File: config.mk
export PLATFORM = sky130hd
export DESIGN_NAME = ptc_top
export DESIGN_NICKNAME = d
export VERILOG_FILES = /design/src/ptc_pkg.sv /design/src/ptc_top.sv
export SDC_FILE = /design/constraint.sdc
export NUM_CORES = 1
export LEC_CHECK = 0
export ABC_CLOCK_PERIOD_IN_PS = 10050
export BUFFER_PORTS_ARGS = -buffer_cell sky130_fd_sc_hd__buf_2
export CORE_ASPECT_RATIO = 0.9
export CORE_MARGIN = 2
export CORE_UTILIZATION = 35
export CTS_BUF_LIST = sky130_fd_sc_hd__clkbuf_4 sky130_fd_sc_hd__clkbuf_8
export DETAILED_ROUTE_END_ITERATION = 8
export SKIP_LAST_GASP = 1
export SLEW_MARGIN = 15
export SYNTH_ARGS = -nofsm -noshare
export SYNTH_HDL_FRONTEND = slang
export SYNTH_SLANG_ARGS = --single-unit
File: constraint.sdc
create_clock -name clk -period 10.05 [get_ports clk]
set_input_delay 1.005 -clock clk [delete_from_list [all_inputs] [get_ports clk]]
set_output_delay 1.005 -clock clk [all_outputs]
set_load 0.1 [all_outputs]
File: src/ptc_pkg.sv
// Shared constants for the event trigger and timestamp control block
package ptc_pkg;
   // Register byte addresses
   localparam logic [11:0] OFS_CTRL = 12'h52C;
   localparam logic [11:0] OFS_TNS = 12'h530;
   localparam logic [11:0] OFS_TSEC = 12'h534;
   localparam logic [11:0] OFS_INDEX = 12'h540;
   localparam logic [11:0] OFS_STAT = 12'h544;
   localparam logic [11:0] OFS_OPT = 12'h548;
   // Control and status field positions
   localparam int B_OUT_SEL = 8;
   localparam int B_IN_MON = 7;
   localparam int B_DIR = 6;
   localparam int B_IRQ_EN = 5;
   localparam int B_ACTIVE = 4;
   localparam int B_FIRE_EN = 3;
   localparam int B_FIRE_CLR = 2;
   localparam int B_ARM = 1;
   localparam int B_STAMP_CLR = 0;
   // Index register fields
   localparam int B_SIDX = 8;
   localparam int FIDX_W = 2;
   // Option register fields
   localparam int B_NOW = 0;
   localparam int B_NOTIFY = 1;
   // Status register fields
   localparam int B_RDY_LSB = 0;
   localparam int B_OVF = 4;
   localparam int B_CNT_LSB = 8;
   localparam int B_ERR_LSB = 16;
   // Widths and reset values
   localparam int NS_W = 30;
   localparam int SEC_W = 32;
   localparam logic [31:0] ZERO32 = 32'h00000000;
endpackage : ptc_pkg

File: src/ptc_top.sv
// Event trigger output and timestamp input control with Avalon-MM registers
//
// Chosen here: the Avalon-MM interface to the registers.
`timescale 1ns/1ps
module ptc_top import ptc_pkg::*; #(
   parameter int N_FIRE = 3, // Trigger output units
   parameter int N_STAMP = 2, // Timestamp input units
   parameter int CNT_W = 8 // Event counter width
) (
   input wire logic clk, // 50 MHz system clock
   input wire logic sys_rst, // Async reset, active high
   input wire logic [11:0] avs_address, // Byte address
   input wire logic avs_read, // Read request
   input wire logic avs_write, // Write request
   input wire logic [31:0] avs_writedata, // Write data
   input wire logic [3:0] avs_byteenable, // Byte lanes
   output logic [31:0] avs_readdata, // Read data
   output logic avs_waitrequest, // Stall
   input wire logic [SEC_W-1:0] sys_time_sec, // System time seconds
   input wire logic [NS_W-1:0] sys_time_ns, // System time nanoseconds
   input wire logic pin_in, // Pin level, asynchronous
   output logic pin_out, // Pin drive value
   output logic pin_oe, // Pin output enable
   output logic stamp_irq // Stamp interrupt request
);
   typedef struct packed {
      logic waitreq;
      logic [31:0] rdata;
      logic out_sel;
      logic dir;
      logic [FIDX_W-1:0] fidx;
      logic sidx;
      logic [N_FIRE-1:0] fen;
      logic [N_FIRE-1:0] ferr;
      logic [N_FIRE-1:0] fclr;
      logic [N_FIRE-1:0] fnow;
      logic [N_FIRE-1:0] fnotify;
      logic [N_FIRE-1:0][NS_W-1:0] tns;
      logic [N_FIRE-1:0][SEC_W-1:0] tsec;
      logic [N_STAMP-1:0] sarm;
      logic [N_STAMP-1:0] sirq;
      logic [N_STAMP-1:0] sclr;
      logic [N_STAMP-1:0] srdy;
      logic [N_STAMP-1:0] sovf;
      logic [N_STAMP-1:0][CNT_W-1:0] scnt;
      logic [1:0] pin_sync;
      logic pin_prev;
      logic fire_dly;
      logic pin_out;
      logic pin_oe;
      logic irq;
   } ptc_state_t;

   ptc_state_t st_ff;
   ptc_state_t nxt_st;
   logic [N_FIRE-1:0] fire;
   logic [N_FIRE-1:0] late;
   logic [N_FIRE-1:0] active;
   logic [31:0] wmask;
   logic fidx_ok;
   logic req;
   logic take;
   logic pin_edge;

   // Unit status and time compare
   always_comb begin
      for (int i = 0; i < N_FIRE; i++) begin
         late[i] = {sys_time_sec, sys_time_ns} > {st_ff.tsec[i], st_ff.tns[i]};
         active[i] = st_ff.fen[i] & ~st_ff.ferr[i] & ~st_ff.fclr[i];
         fire[i] = active[i] & ({sys_time_sec, sys_time_ns} >= {st_ff.tsec[i], st_ff.tns[i]});
      end
   end

   // Bus decode helpers
   assign wmask = {{8{avs_byteenable[3]}}, {8{avs_byteenable[2]}}, {8{avs_byteenable[1]}}, {8{avs_byteenable[0]}}};
   assign fidx_ok = 32'(st_ff.fidx) < N_FIRE;
   assign req = avs_read | avs_write;
   assign take = req & st_ff.waitreq;
   assign pin_edge = st_ff.pin_sync[1] & ~st_ff.pin_prev & ~st_ff.dir;

   // Next-state logic
   always_comb begin
      nxt_st = st_ff;
      nxt_st.pin_sync = {st_ff.pin_sync[0], pin_in};
      nxt_st.pin_prev = st_ff.pin_sync[1];
      // Hardware self-clear of fired units
      for (int i = 0; i < N_FIRE; i++) begin
         if (fire[i]) begin
            nxt_st.fen[i] = 1'b0;
         end
      end
      // Bus handshake: one wait cycle then answer
      nxt_st.waitreq = 1'b1;
      nxt_st.rdata = ZERO32;
      if (take) begin
         nxt_st.waitreq = 1'b0;
         if (avs_read) begin
            if (avs_address == OFS_CTRL) begin
               nxt_st.rdata[B_OUT_SEL] = st_ff.out_sel;
               nxt_st.rdata[B_IN_MON] = st_ff.pin_sync[1];
               nxt_st.rdata[B_DIR] = st_ff.dir;
               nxt_st.rdata[B_IRQ_EN] = st_ff.sirq[st_ff.sidx];
               nxt_st.rdata[B_ARM] = st_ff.sarm[st_ff.sidx];
               nxt_st.rdata[B_STAMP_CLR] = st_ff.sclr[st_ff.sidx];
               if (fidx_ok) begin
                  nxt_st.rdata[B_ACTIVE] = active[st_ff.fidx];
                  nxt_st.rdata[B_FIRE_EN] = st_ff.fen[st_ff.fidx];
                  nxt_st.rdata[B_FIRE_CLR] = st_ff.fclr[st_ff.fidx];
               end
            end else if (avs_address == OFS_TNS) begin
               if (fidx_ok) begin
                  nxt_st.rdata[NS_W-1:0] = st_ff.tns[st_ff.fidx];
               end
            end else if (avs_address == OFS_TSEC) begin
               if (fidx_ok) begin
                  nxt_st.rdata = st_ff.tsec[st_ff.fidx];
               end
            end else if (avs_address == OFS_INDEX) begin
               nxt_st.rdata[FIDX_W-1:0] = st_ff.fidx;
               nxt_st.rdata[B_SIDX] = st_ff.sidx;
            end else if (avs_address == OFS_STAT) begin
               nxt_st.rdata[B_RDY_LSB +: N_STAMP] = st_ff.srdy;
               nxt_st.rdata[B_OVF] = st_ff.sovf[st_ff.sidx];
               nxt_st.rdata[B_CNT_LSB +: CNT_W] = st_ff.scnt[st_ff.sidx];
               nxt_st.rdata[B_ERR_LSB +: N_FIRE] = st_ff.ferr;
            end else if (avs_address == OFS_OPT) begin
               if (fidx_ok) begin
                  nxt_st.rdata[B_NOW] = st_ff.fnow[st_ff.fidx];
                  nxt_st.rdata[B_NOTIFY] = st_ff.fnotify[st_ff.fidx];
               end
            end
         end else begin
            if (avs_address == OFS_CTRL) begin
               if (avs_byteenable[1]) begin
                  nxt_st.out_sel = avs_writedata[B_OUT_SEL];
               end
               if (avs_byteenable[0]) begin
                  nxt_st.dir = avs_writedata[B_DIR];
                  nxt_st.sirq[st_ff.sidx] = avs_writedata[B_IRQ_EN];
                  nxt_st.sclr[st_ff.sidx] = avs_writedata[B_STAMP_CLR];
                  nxt_st.sarm[st_ff.sidx] = avs_writedata[B_ARM];
                  if (avs_writedata[B_ARM]) begin
                     nxt_st.scnt[st_ff.sidx] = '0;
                  end else begin
                     nxt_st.srdy[st_ff.sidx] = 1'b0;
                     nxt_st.sovf[st_ff.sidx] = 1'b0;
                  end
                  if (fidx_ok) begin
                     nxt_st.fclr[st_ff.fidx] = avs_writedata[B_FIRE_CLR];
                     nxt_st.fen[st_ff.fidx] = avs_writedata[B_FIRE_EN];
                     if (!avs_writedata[B_FIRE_EN]) begin
                        nxt_st.ferr[st_ff.fidx] = 1'b0;
                     end else if (late[st_ff.fidx] && !st_ff.fnow[st_ff.fidx]) begin
                        // Late target without trigger-now never fires
                        nxt_st.ferr[st_ff.fidx] = st_ff.fnotify[st_ff.fidx];
                        nxt_st.fen[st_ff.fidx] = st_ff.fnotify[st_ff.fidx];
                     end
                  end
               end
            end else if (avs_address == OFS_TNS) begin
               if (fidx_ok) begin
                  nxt_st.tns[st_ff.fidx] = NS_W'((avs_writedata & wmask) |
                     ({2'b00, st_ff.tns[st_ff.fidx]} & ~wmask));
               end
            end else if (avs_address == OFS_TSEC) begin
               if (fidx_ok) begin
                  nxt_st.tsec[st_ff.fidx] = (avs_writedata & wmask) |
                     (st_ff.tsec[st_ff.fidx] & ~wmask);
               end
            end else if (avs_address == OFS_INDEX) begin
               if (avs_byteenable[0]) begin
                  nxt_st.fidx = avs_writedata[FIDX_W-1:0];
               end
               if (avs_byteenable[1]) begin
                  nxt_st.sidx = avs_writedata[B_SIDX];
               end
            end else if (avs_address == OFS_OPT) begin
               if (fidx_ok && avs_byteenable[0]) begin
                  nxt_st.fnow[st_ff.fidx] = avs_writedata[B_NOW];
                  nxt_st.fnotify[st_ff.fidx] = avs_writedata[B_NOTIFY];
               end
            end
         end
      end
      // Stamp event capture, software clear wins over set
      for (int j = 0; j < N_STAMP; j++) begin
         if (st_ff.sarm[j] && !st_ff.sclr[j] && pin_edge) begin
            nxt_st.scnt[j] = st_ff.scnt[j] + CNT_W'(1);
            nxt_st.srdy[j] = 1'b1;
            if (&st_ff.scnt[j]) begin
               nxt_st.sovf[j] = 1'b1;
            end
         end
         if (st_ff.sclr[j]) begin
            nxt_st.sarm[j] = 1'b0;
            nxt_st.sirq[j] = 1'b0;
            nxt_st.srdy[j] = 1'b0;
            nxt_st.sovf[j] = 1'b0;
            nxt_st.scnt[j] = '0;
         end
      end
      // Trigger soft clear holds unit at defaults
      for (int i = 0; i < N_FIRE; i++) begin
         if (st_ff.fclr[i]) begin
            nxt_st.fen[i] = 1'b0;
            nxt_st.ferr[i] = 1'b0;
            nxt_st.fnow[i] = 1'b0;
            nxt_st.fnotify[i] = 1'b0;
            nxt_st.tns[i] = '0;
            nxt_st.tsec[i] = '0;
         end
      end
      // Pin drive and interrupt
      nxt_st.fire_dly = |fire;
      nxt_st.pin_out = (st_ff.out_sel ? |fire : st_ff.fire_dly) & st_ff.dir;
      nxt_st.pin_oe = st_ff.dir;
      nxt_st.irq = |(st_ff.srdy & st_ff.sirq);
   end

   // State register
   always_ff @(posedge clk or posedge sys_rst) begin
      if (sys_rst) begin
         st_ff <= '0;
         st_ff.waitreq <= 1'b1;
      end else begin
         st_ff <= nxt_st;
      end
   end

   assign avs_readdata = st_ff.rdata;
   assign avs_waitrequest = st_ff.waitreq;
   assign pin_out = st_ff.pin_out;
   assign pin_oe = st_ff.pin_oe;
   assign stamp_irq = st_ff.irq;
endmodule : ptc_top
== Yosys cells after proc, flatten, opt, wreduce, memory -nomap -nowiden ==
Index checks and enable logic that the tools add are counted.
Cells by class
  $add $sub $neg: 2
  magnitude comparators: 11
  equality and inequality tests: 30
  muxes and demuxes: 142
  bitwise gates (word level): 40
  reductions and logical operators: 76
Operators with widths (number)
  96-bit two-way mux: 3
  265-bit two-way mux: 1
  232-bit two-way mux: 1
  32-bit two-way mux: 7
  30-bit two-way mux: 7
  192-bit two-way mux: 1
  62-bit >= comparator: 3
  62-bit > comparator: 3
  90-bit two-way mux: 2
  96-bit bitwise mux: 1
  90-bit bitwise mux: 1
  12-bit by 11-bit equality test with 1-bit output (second input constant): 6
  32-bit bitwise AND: 2
  32-bit binary-select mux with 2-bit select: 1
  32-bit demux with 2-bit select: 1
  30-bit binary-select mux with 2-bit select: 1
  30-bit demux with 2-bit select: 1
  2-bit nonzero test: 30
  8-bit two-way mux: 7
  1-bit two-way mux: 53
  26-bit two-way mux: 2
  5-bit AND reduction: 8
  8-bit AND reduction: 5
  6-bit two-way mux: 6
  45 further kinds: 148
Word-level totals
  bits in registers: 272
  input bits: 115
  output and inout bits: 36
  word-level logic and storage cells: 340

== Logic depth before layout (Yosys ltp) ==
Gate-level depths: netlist of run 1.
  depth after elaboration: 17
  gate-level depth with buffers: 10
  gate-level depth less buffers: 10

== Worst setup path before layout of run 1 ==
OpenSTA, ideal clock, no wires.
  kind: input port to flip-flop
  start: input sys_time_sec[13]
  end: register st_ff[233] in the netlist's numbering
  setup time: 0.103 ns
  data arrival time: 3.018 ns
  data required time: 9.947 ns
  setup slack: 6.929 ns
  stages: 9
  path buffers: 0
  path through: ha_1 -> a21o_1 -> a21o_1 -> a221oi_2 -> o21ai_1 -> a2111oi_4 -> o211ai_4 -> and4b_1 -> o41ai_2
RTL lines
  start, declared: line ptc_top.sv:19  | input wire logic [SEC_W-1:0] sys_time_sec,
  end signal, assigned: line ptc_top.sv:226  | st_ff <= nxt_st;
  end, declared: line ptc_top.sv:54  | ptc_state_t st_ff;

==> summary.txt, run 1 <==
status - completed
DIE WIDTH - 245 um
drt drc - 0
initial drt markers - 1542
CP Launch Type - input port
Placement Cell Area - 0.0195 mm2
Setup Buffers After CTS - 0
Reg-to-Reg Start - st_ff[44]
Cells after Synth - 2115
WHS Path Cells - 0
FFs w/ async S/R, synth - 100%
remaining antenna violation count after routing - 0
CTS Buffer Depth - 3
final WL - 64800 um
Core Box Area - 0.0517 mm2
post-synth net total - 2418
area share of the largest cell type after synthesis - 37.0%
final setup vio count - 0
P_int - 1790 uW
Static Leak - 0.00838 uW
Worst-Margin Slew - 1.22 ns
clock latency at the later pin of the worst-skew pair - 0.66 ns
die area - 0.0542 mm2
fin. max-slew vios - 0
clock power share - 45.2%
Max VDD drop - 0.0735 mV
CTS Hold Bufs - 0
Net Sw Frac - 27.5%
clk_skew - 0.0437 ns
Final Instance Count excl. Fillers - 2914
I/O Buffers - 150
P_sw - 680 uW
Fin Setup TNS - 0 ns
initial core utilization - 35.5%
Post-synth EDFFs - 0
global-route wire length before repair - 97200 um
#FFs+latches synth - 272
post-synth top area cell - dfrtp_1
DR pass1 iterations - 5
share of cells above drive strength 1 - 13.8%
Primary FF master, synth - dfrtp_1
worst hold endpoint - nxt_st[4]
DP Cell Count - 2824
vias in the first global route - 15941
CP arrival - 4.24 ns
fin nets - 2492
synthesized area - 0.0183 mm2
Finished Cell Area - 0.0205 mm2
Commonest cells post-synth - 343 x nand2_1, 271 x dfrtp_1, 204 x inv_1
Clock Pin Slew Worst Setup and Hold Paths - 0.07 ns
Syn-to-layout area delta - 12.0%
clk sinks - 272
total of max-cap violations - 0
count leader, synth - nand2_1
routability cong. - 0.975
I/O pin cnt - 151
Worst Hold Class - register to register
Crit. End Element - register
worst hold slack - 0.363 ns
reg2reg setup slack - 6.44 ns
Req. time, crit path - 10.59 ns
initial antenna violation count - 4
RSZ-0062 raised after global routing - no
Final Hold Fails - 0
wire per inst - 22.2 um
DP HPWL - 47000 um
PD cells - 120 mW/mm2
worst r2r path cells - 10
Synth Warn # - 0
Cell variety after synth - 76
Resized Gates After CTS - 0
routed vias - 16544
worst rel slew slack - 17.6%
Comb power frac - 10.2%
overall global routing resource usage - 23.5%
Worst Path Max Fanout - 7
Tmin final - 3.70 ns
DIE HEIGHT - 221 um
largest net degree at the start of global routing - 133
worst r2r dst - st_ff[232]
root buffer cell - clkbuf_8
H-tree depth - 2
CTS tree - yes
num rows - 79
Seq pwr share - 44.6%
Vias/cell - 5.68
Max Clk Rate - 0.270 GHz
Synth area leaders - dfrtp_1 37%, ha_1 13%, nand2_1 7.0%, o31ai_1 6.6%, inv_1 4.2%
TritonCTS Buffers - 51
total grt overflow - 0
fin crit share - 36.9%
HP Start - nxt_st[6]
Syn Area/Cell - 8.67 um2
Seq/Total Area, Yosys - 37.1%
worst setup path class - input port to register
==> per-layer routing <==
metal	vias to the layer above	part of all wire, %	GRT usage [%]
met1	8051	45	32.9
met3	109	9.5	6.66
li1	7693	-	-
met2	689	42	33.9
met5	-	0.017	0
met4	2	3.6	9.44
==> power by group through the flow <==
stage,Combinational (uW),Sequential (uW),Clock [uW]
6_report,253,1100,1120
5_1_grt,278,1100,1190
4_1_cts,250,1100,1140
3_5_place_dp,249,1120,0
3_3_place_gp,243,1120,0
2_1_floorplan,137,1120,0
==> state kept, by name, summed over array words and instances, names as in the netlist <==
register,count
st_ff,233
avs_readdata,32
nxt_st,3
avs_waitrequest,1
pin_oe,1
pin_out,1
stamp_irq,1
==> per-stage QoR <==
stage / setup WS [ns] / utilization [%] / power, uW
detailed placement: 5.87 / 37.7 / 1370
CTS: 6.54 / 39.7 / 2490
global route: 6.33 / 39.7 / 2570
finish: 6.35 / 39.7 / 2470
global placement: 5.86 / 37.7 / 1360
floorplan: 1.55 / - / 1260
==> worst max-delay path, cell delays in order <==
cell and delay (ns):
buf_2 0.13, ha_1 0.32, nand4_1 0.18, nor4_1 1.02
a31oi_1 0.31, a21oi_1 0.33, a211oi_1 0.15, a31oi_2 0.42
nand4b_1 0.16, a32o_1 0.22
==> cells in the final DEF, fill, tap and decap left out, types with 29 or more instances in the layout <==
cell	count
o21ai_0	120
o31ai_1	162
mux2i_1	67
inv_1	203
a21oi_1	116
nor2_1	63
ha_1	188
buf_2	150
clkbuf_8	63
nand3_1	29
nand4_1	42
nand2_1	343
nand2b_1	36
o22ai_1	72
dfrtp_1	269
==> how the worst max path moves through the flow <==
| stage | start | to | slack (ns) | depth (start not counted) |
|---|---|---|---|---|
| floorplan | sys_rst | avs_readdata[0] | 1.55 | 1 |
| global placement | sys_time_sec[11] | st_ff[232] | 5.86 | 10 |
| detailed placement | sys_time_sec[11] | st_ff[232] | 5.87 | 10 |
| CTS | sys_time_sec[11] | st_ff[232] | 6.54 | 10 |
| global route | sys_time_sec[11] | st_ff[232] | 6.33 | 10 |
| finish | sys_time_sec[11] | st_ff[232] | 6.35 | 10 |
==> cell families after synthesis <==
| logic type | count (synthesis) | share of synthesized area, % |
|---|---|---|
| flip-flops | 272 | 37.1 |
| AO/OA/AOI/OAI | 601 | 21.4 |
| buffers and inverters | 351 | 7.92 |
| XOR/XNOR | 3 | 0.143 |
| multiplexers | 89 | 5.01 |
| AND/OR/NAND/NOR | 611 | 15.6 |
| adder cells (fa/ha/maj) | 188 | 12.8 |
==> cell type report <==
cell class / instances / area, um2
fill: 5220 / 31200
multi-input combinational: 1492 / 10200
sequential: 272 / 6820
clock buffer: 78 / 980
timing repair buffer: 168 / 886
tap: 688 / 861
inverter: 204 / 773
clock inverter: 8 / 42.5
antenna: 4 / 10.0
Note: power is estimated with default switching activity, not from simulation.
==> run 2, diff against run 1 <==
--- a/config.mk
+++ b/config.mk
@@ -5,7 +5,7 @@
 export SDC_FILE = /design/constraint.sdc
 export NUM_CORES = 1
 export LEC_CHECK = 0
-export ABC_CLOCK_PERIOD_IN_PS = 10050
+export ABC_CLOCK_PERIOD_IN_PS = 3540
 export BUFFER_PORTS_ARGS = -buffer_cell sky130_fd_sc_hd__buf_2
 export CORE_ASPECT_RATIO = 0.9
 export CORE_MARGIN = 2
==> constraint.sdc (replaced) <==
create_clock -name clk -period 3.54 [get_ports clk]
set_input_delay 0.354 -clock clk [delete_from_list [all_inputs] [get_ports clk]]
set_output_delay 0.354 -clock clk [all_outputs]
set_load 0.1 [all_outputs]
==> run 2 against run 1 <==
Core utilization increased by 0.90 points. First-iteration DRC count fell by 9.7%. Worst setup slack worse by 6.2 ns. Critical path depth up 1. Sequential power increased to 2.8 times the previous value. Cell count up 1.2%. Total power grew to 3.0 times the previous value. Largest cell class unchanged. Clock skew down 0.0012 ns. Hold slack worse by 0.30 ns. Cell area rose by 2.3%. Clock-buffer cell count down 3. Combinational power rose to 2.9 times the previous value.
==> summary.txt, run 2 (same netlist as run 1, synthesis figures left out) <==
worst r2r path cells - 11 (+1)
I/O pin cnt - 151 (unchanged)
remaining antenna violation count after routing - 0 (unchanged)
overall global routing resource usage - 23.4% (-0.065 points)
vias in the first global route - 16306 (+2.3%)
HP Start - avs_writedata[3]
Fin Setup TNS - 0 ns (unchanged)
clock latency at the later pin of the worst-skew pair - 0.66 ns (about the same)
Finished Cell Area - 0.0210 mm2 (+2.3%)
RSZ-0062 raised after global routing - no
global-route wire length before repair - 98100 um (+0.92%)
CTS tree - yes
DIE WIDTH - 245 um (unchanged)
worst hold slack - 0.0654 ns (-0.298 ns)
H-tree depth - 2 (unchanged)
Worst-Margin Slew - 0.909 ns (-0.316 ns)
root buffer cell - clkbuf_8
TritonCTS Buffers - 51 (unchanged)
Total Power - 7320 uW (+200%)
most frequent cells in the layout - 343 x nand2_1, 269 x dfrtp_1, 203 x inv_1, 188 x ha_1, 162 x o31ai_1
status - completed
routed vias - 16683 (+0.84%)
worst r2r dst - st_ff[233]
I/O Buffers - 150 (unchanged)
Setup Buffers After CTS - 0 (unchanged)
clk sinks - 272 (unchanged)
fin nets - 2519 (+1.1%)
drt drc - 0 (unchanged)
Placement Cell Area - 0.0197 mm2 (+1.3%)
initial antenna violation count - 11 (+7)
largest net degree at the start of global routing - 93 (-30%)
Static Leak - 0.00861 uW (+2.8%)
worst setup path class - register to register
WHS Path Cells - 3 (+3)
fin. max-slew vios - 0 (unchanged)
wire per inst - 21.7 um (-2.5%)
DIE HEIGHT - 221 um (unchanged)
largest register by flop count - st_ff
CP arrival - 3.92 ns (-0.32 ns)
initial core utilization - 35.5% (unchanged)
share of cells above drive strength 1 - 14.7% (+0.90 points)
die area - 0.0542 mm2 (unchanged)
Vias/cell - 5.66 (-0.36%)
worst rel slew slack - 38.9% (+21 points)
CTS Buffer Depth - 3 (unchanged)
final WL - 63900 um (-1.4%)
total grt overflow - 0 (unchanged)
Core Box Area - 0.0517 mm2 (unchanged)
cell mode on critical path - a21oi_1
routability cong. - 0.956 (-1.9%)
Max VDD drop - 0.251 mV (+240%)
most common library cell in the layout ignoring fill and taps - nand2_1
num rows - 79 (unchanged)
worst hold endpoint - st_ff[233]
clk_skew - 0.0425 ns (-0.00120 ns)
Final Hold Fails - 0 (unchanged)
Clock Pin Slew Worst Setup and Hold Paths - 0.07 ns (about the same)
Worst Hold Class - input port to register
PD cells - 349 mW/mm2 (+190%)
Reg-to-Reg Start - st_ff[64]
initial drt markers - 1392 (-9.7%)
DR pass1 iterations - 6 (+1)
Crit. End Element - register
Worst Path Max Fanout - 7 (unchanged)
DP HPWL - 46600 um (-0.79%)
CP Launch Type - register
final setup vio count - 0 (unchanged)
fin crit share - 94.9%
Slowest-stage cell, CP - a211oi_2
total of max-cap violations - 0 (unchanged)
Req. time, crit path - 4.09 ns (-6.50 ns)
Syn-to-layout area delta - 14.5%
max incr delay on CP - 0.54 ns (-0.48 ns)
reg2reg setup slack - 0.18 ns (-6.26 ns)
Tmin final - 3.36 ns
Cell Chain, Critical Path - inv_1 > ha_1 > a21oi_1 > o21ai_0 > a211oi_2 > a21oi_1 > a211oi_1 > buf_4 > a31oi_2 > and4b_1 > o41ai_2
max reg flops - 233 (unchanged)
Max Clk Rate - 0.298 GHz
==> run 2: cell count changes in the layout (fill, tap and decap cells not counted), sizes merged <==
cell / before / now
clkinvlp: 1 / 2
buf: 168 / 186
clkbuf: 78 / 75
diode: 4 / 5
clkinv: 7 / 12
bufinv: 0 / 4
dlygate4sd3: 0 / 9
==> run 2: worst max-delay path by stage <==
| stage | start | end | depth (start not counted) | slack [ns] |
|---|---|---|---|---|
| 2_1_floorplan | sys_rst | avs_readdata[0] | 1 | -0.41 |
| 3_3_place_gp | sys_time_sec[31] | st_ff[233] | 11 | 0.12 |
| 3_5_place_dp | sys_time_sec[31] | st_ff[233] | 11 | 0.06 |
| 4_1_cts | st_ff[64] | st_ff[233] | 11 | 0.13 |
| 5_1_grt | st_ff[163] | st_ff[233] | 10 | 0.02 |
| 6_report | st_ff[64] | st_ff[233] | 11 | 0.18 |
==> run 2: metal layers <==
| layer | global-route usage (%) | vias up | wire, um |
|---|---|---|---|
| met3 | 5.20 | 117 | 5650 |
| met1 | 32.3 | 8077 | 28000 |
| li1 | - | 7757 | - |
| met5 | 0 | - | 57 |
| met2 | 36.1 | 720 | 28300 |
| met4 | 8.14 | 12 | 1930 |
==> run 2: what timing repair did <==
item | CTS | global route
resized for setup | 0 | 1
hold endpoints to repair | 40 | 0
setup endpoints to repair | 0 | 1
hold buffers | 9 | 0
==> run 2: metrics by stage <==
stage	setup WS, ns	std cells	utilization, %
5_1_grt	0.0234	2946	40.6
3_3_place_gp	0.116	2842	38.2
4_1_cts	0.128	2944	40.6
3_5_place_dp	0.0598	2842	38.2
2_1_floorplan	-0.409	2115	-
6_report	0.180	2949	40.6
==> run 2: final cells by class <==
class / instances / area (um2)
Sequential cell: 272 / 6820
Tap cell: 688 / 861
Antenna cell: 5 / 12.5
Timing Repair Buffer: 195 / 1240
Inverter: 204 / 769
Fill cell: 5138 / 30700
Multi-Input combinational cell: 1492 / 10200
Clock inverter: 18 / 203
Clock buffer: 75 / 938
==> run 2: critical path, delay by kind of cell, from the launching register on <==
family / cells / cell delay (ns)
AOI/OAI and AO/OA: 7 / 2.02
DFF: 1 / 0.38
adders and majority gates: 1 / 0.30
and+or+nand+nor: 1 / 0.27
buffers and inverters: 2 / 0.26
==> run 2: power by group <==
group	switching (uW)	internal, uW
Combinational	489	244
Sequential	8.54	3120
Clock	1460	2000
Total	1960	5360
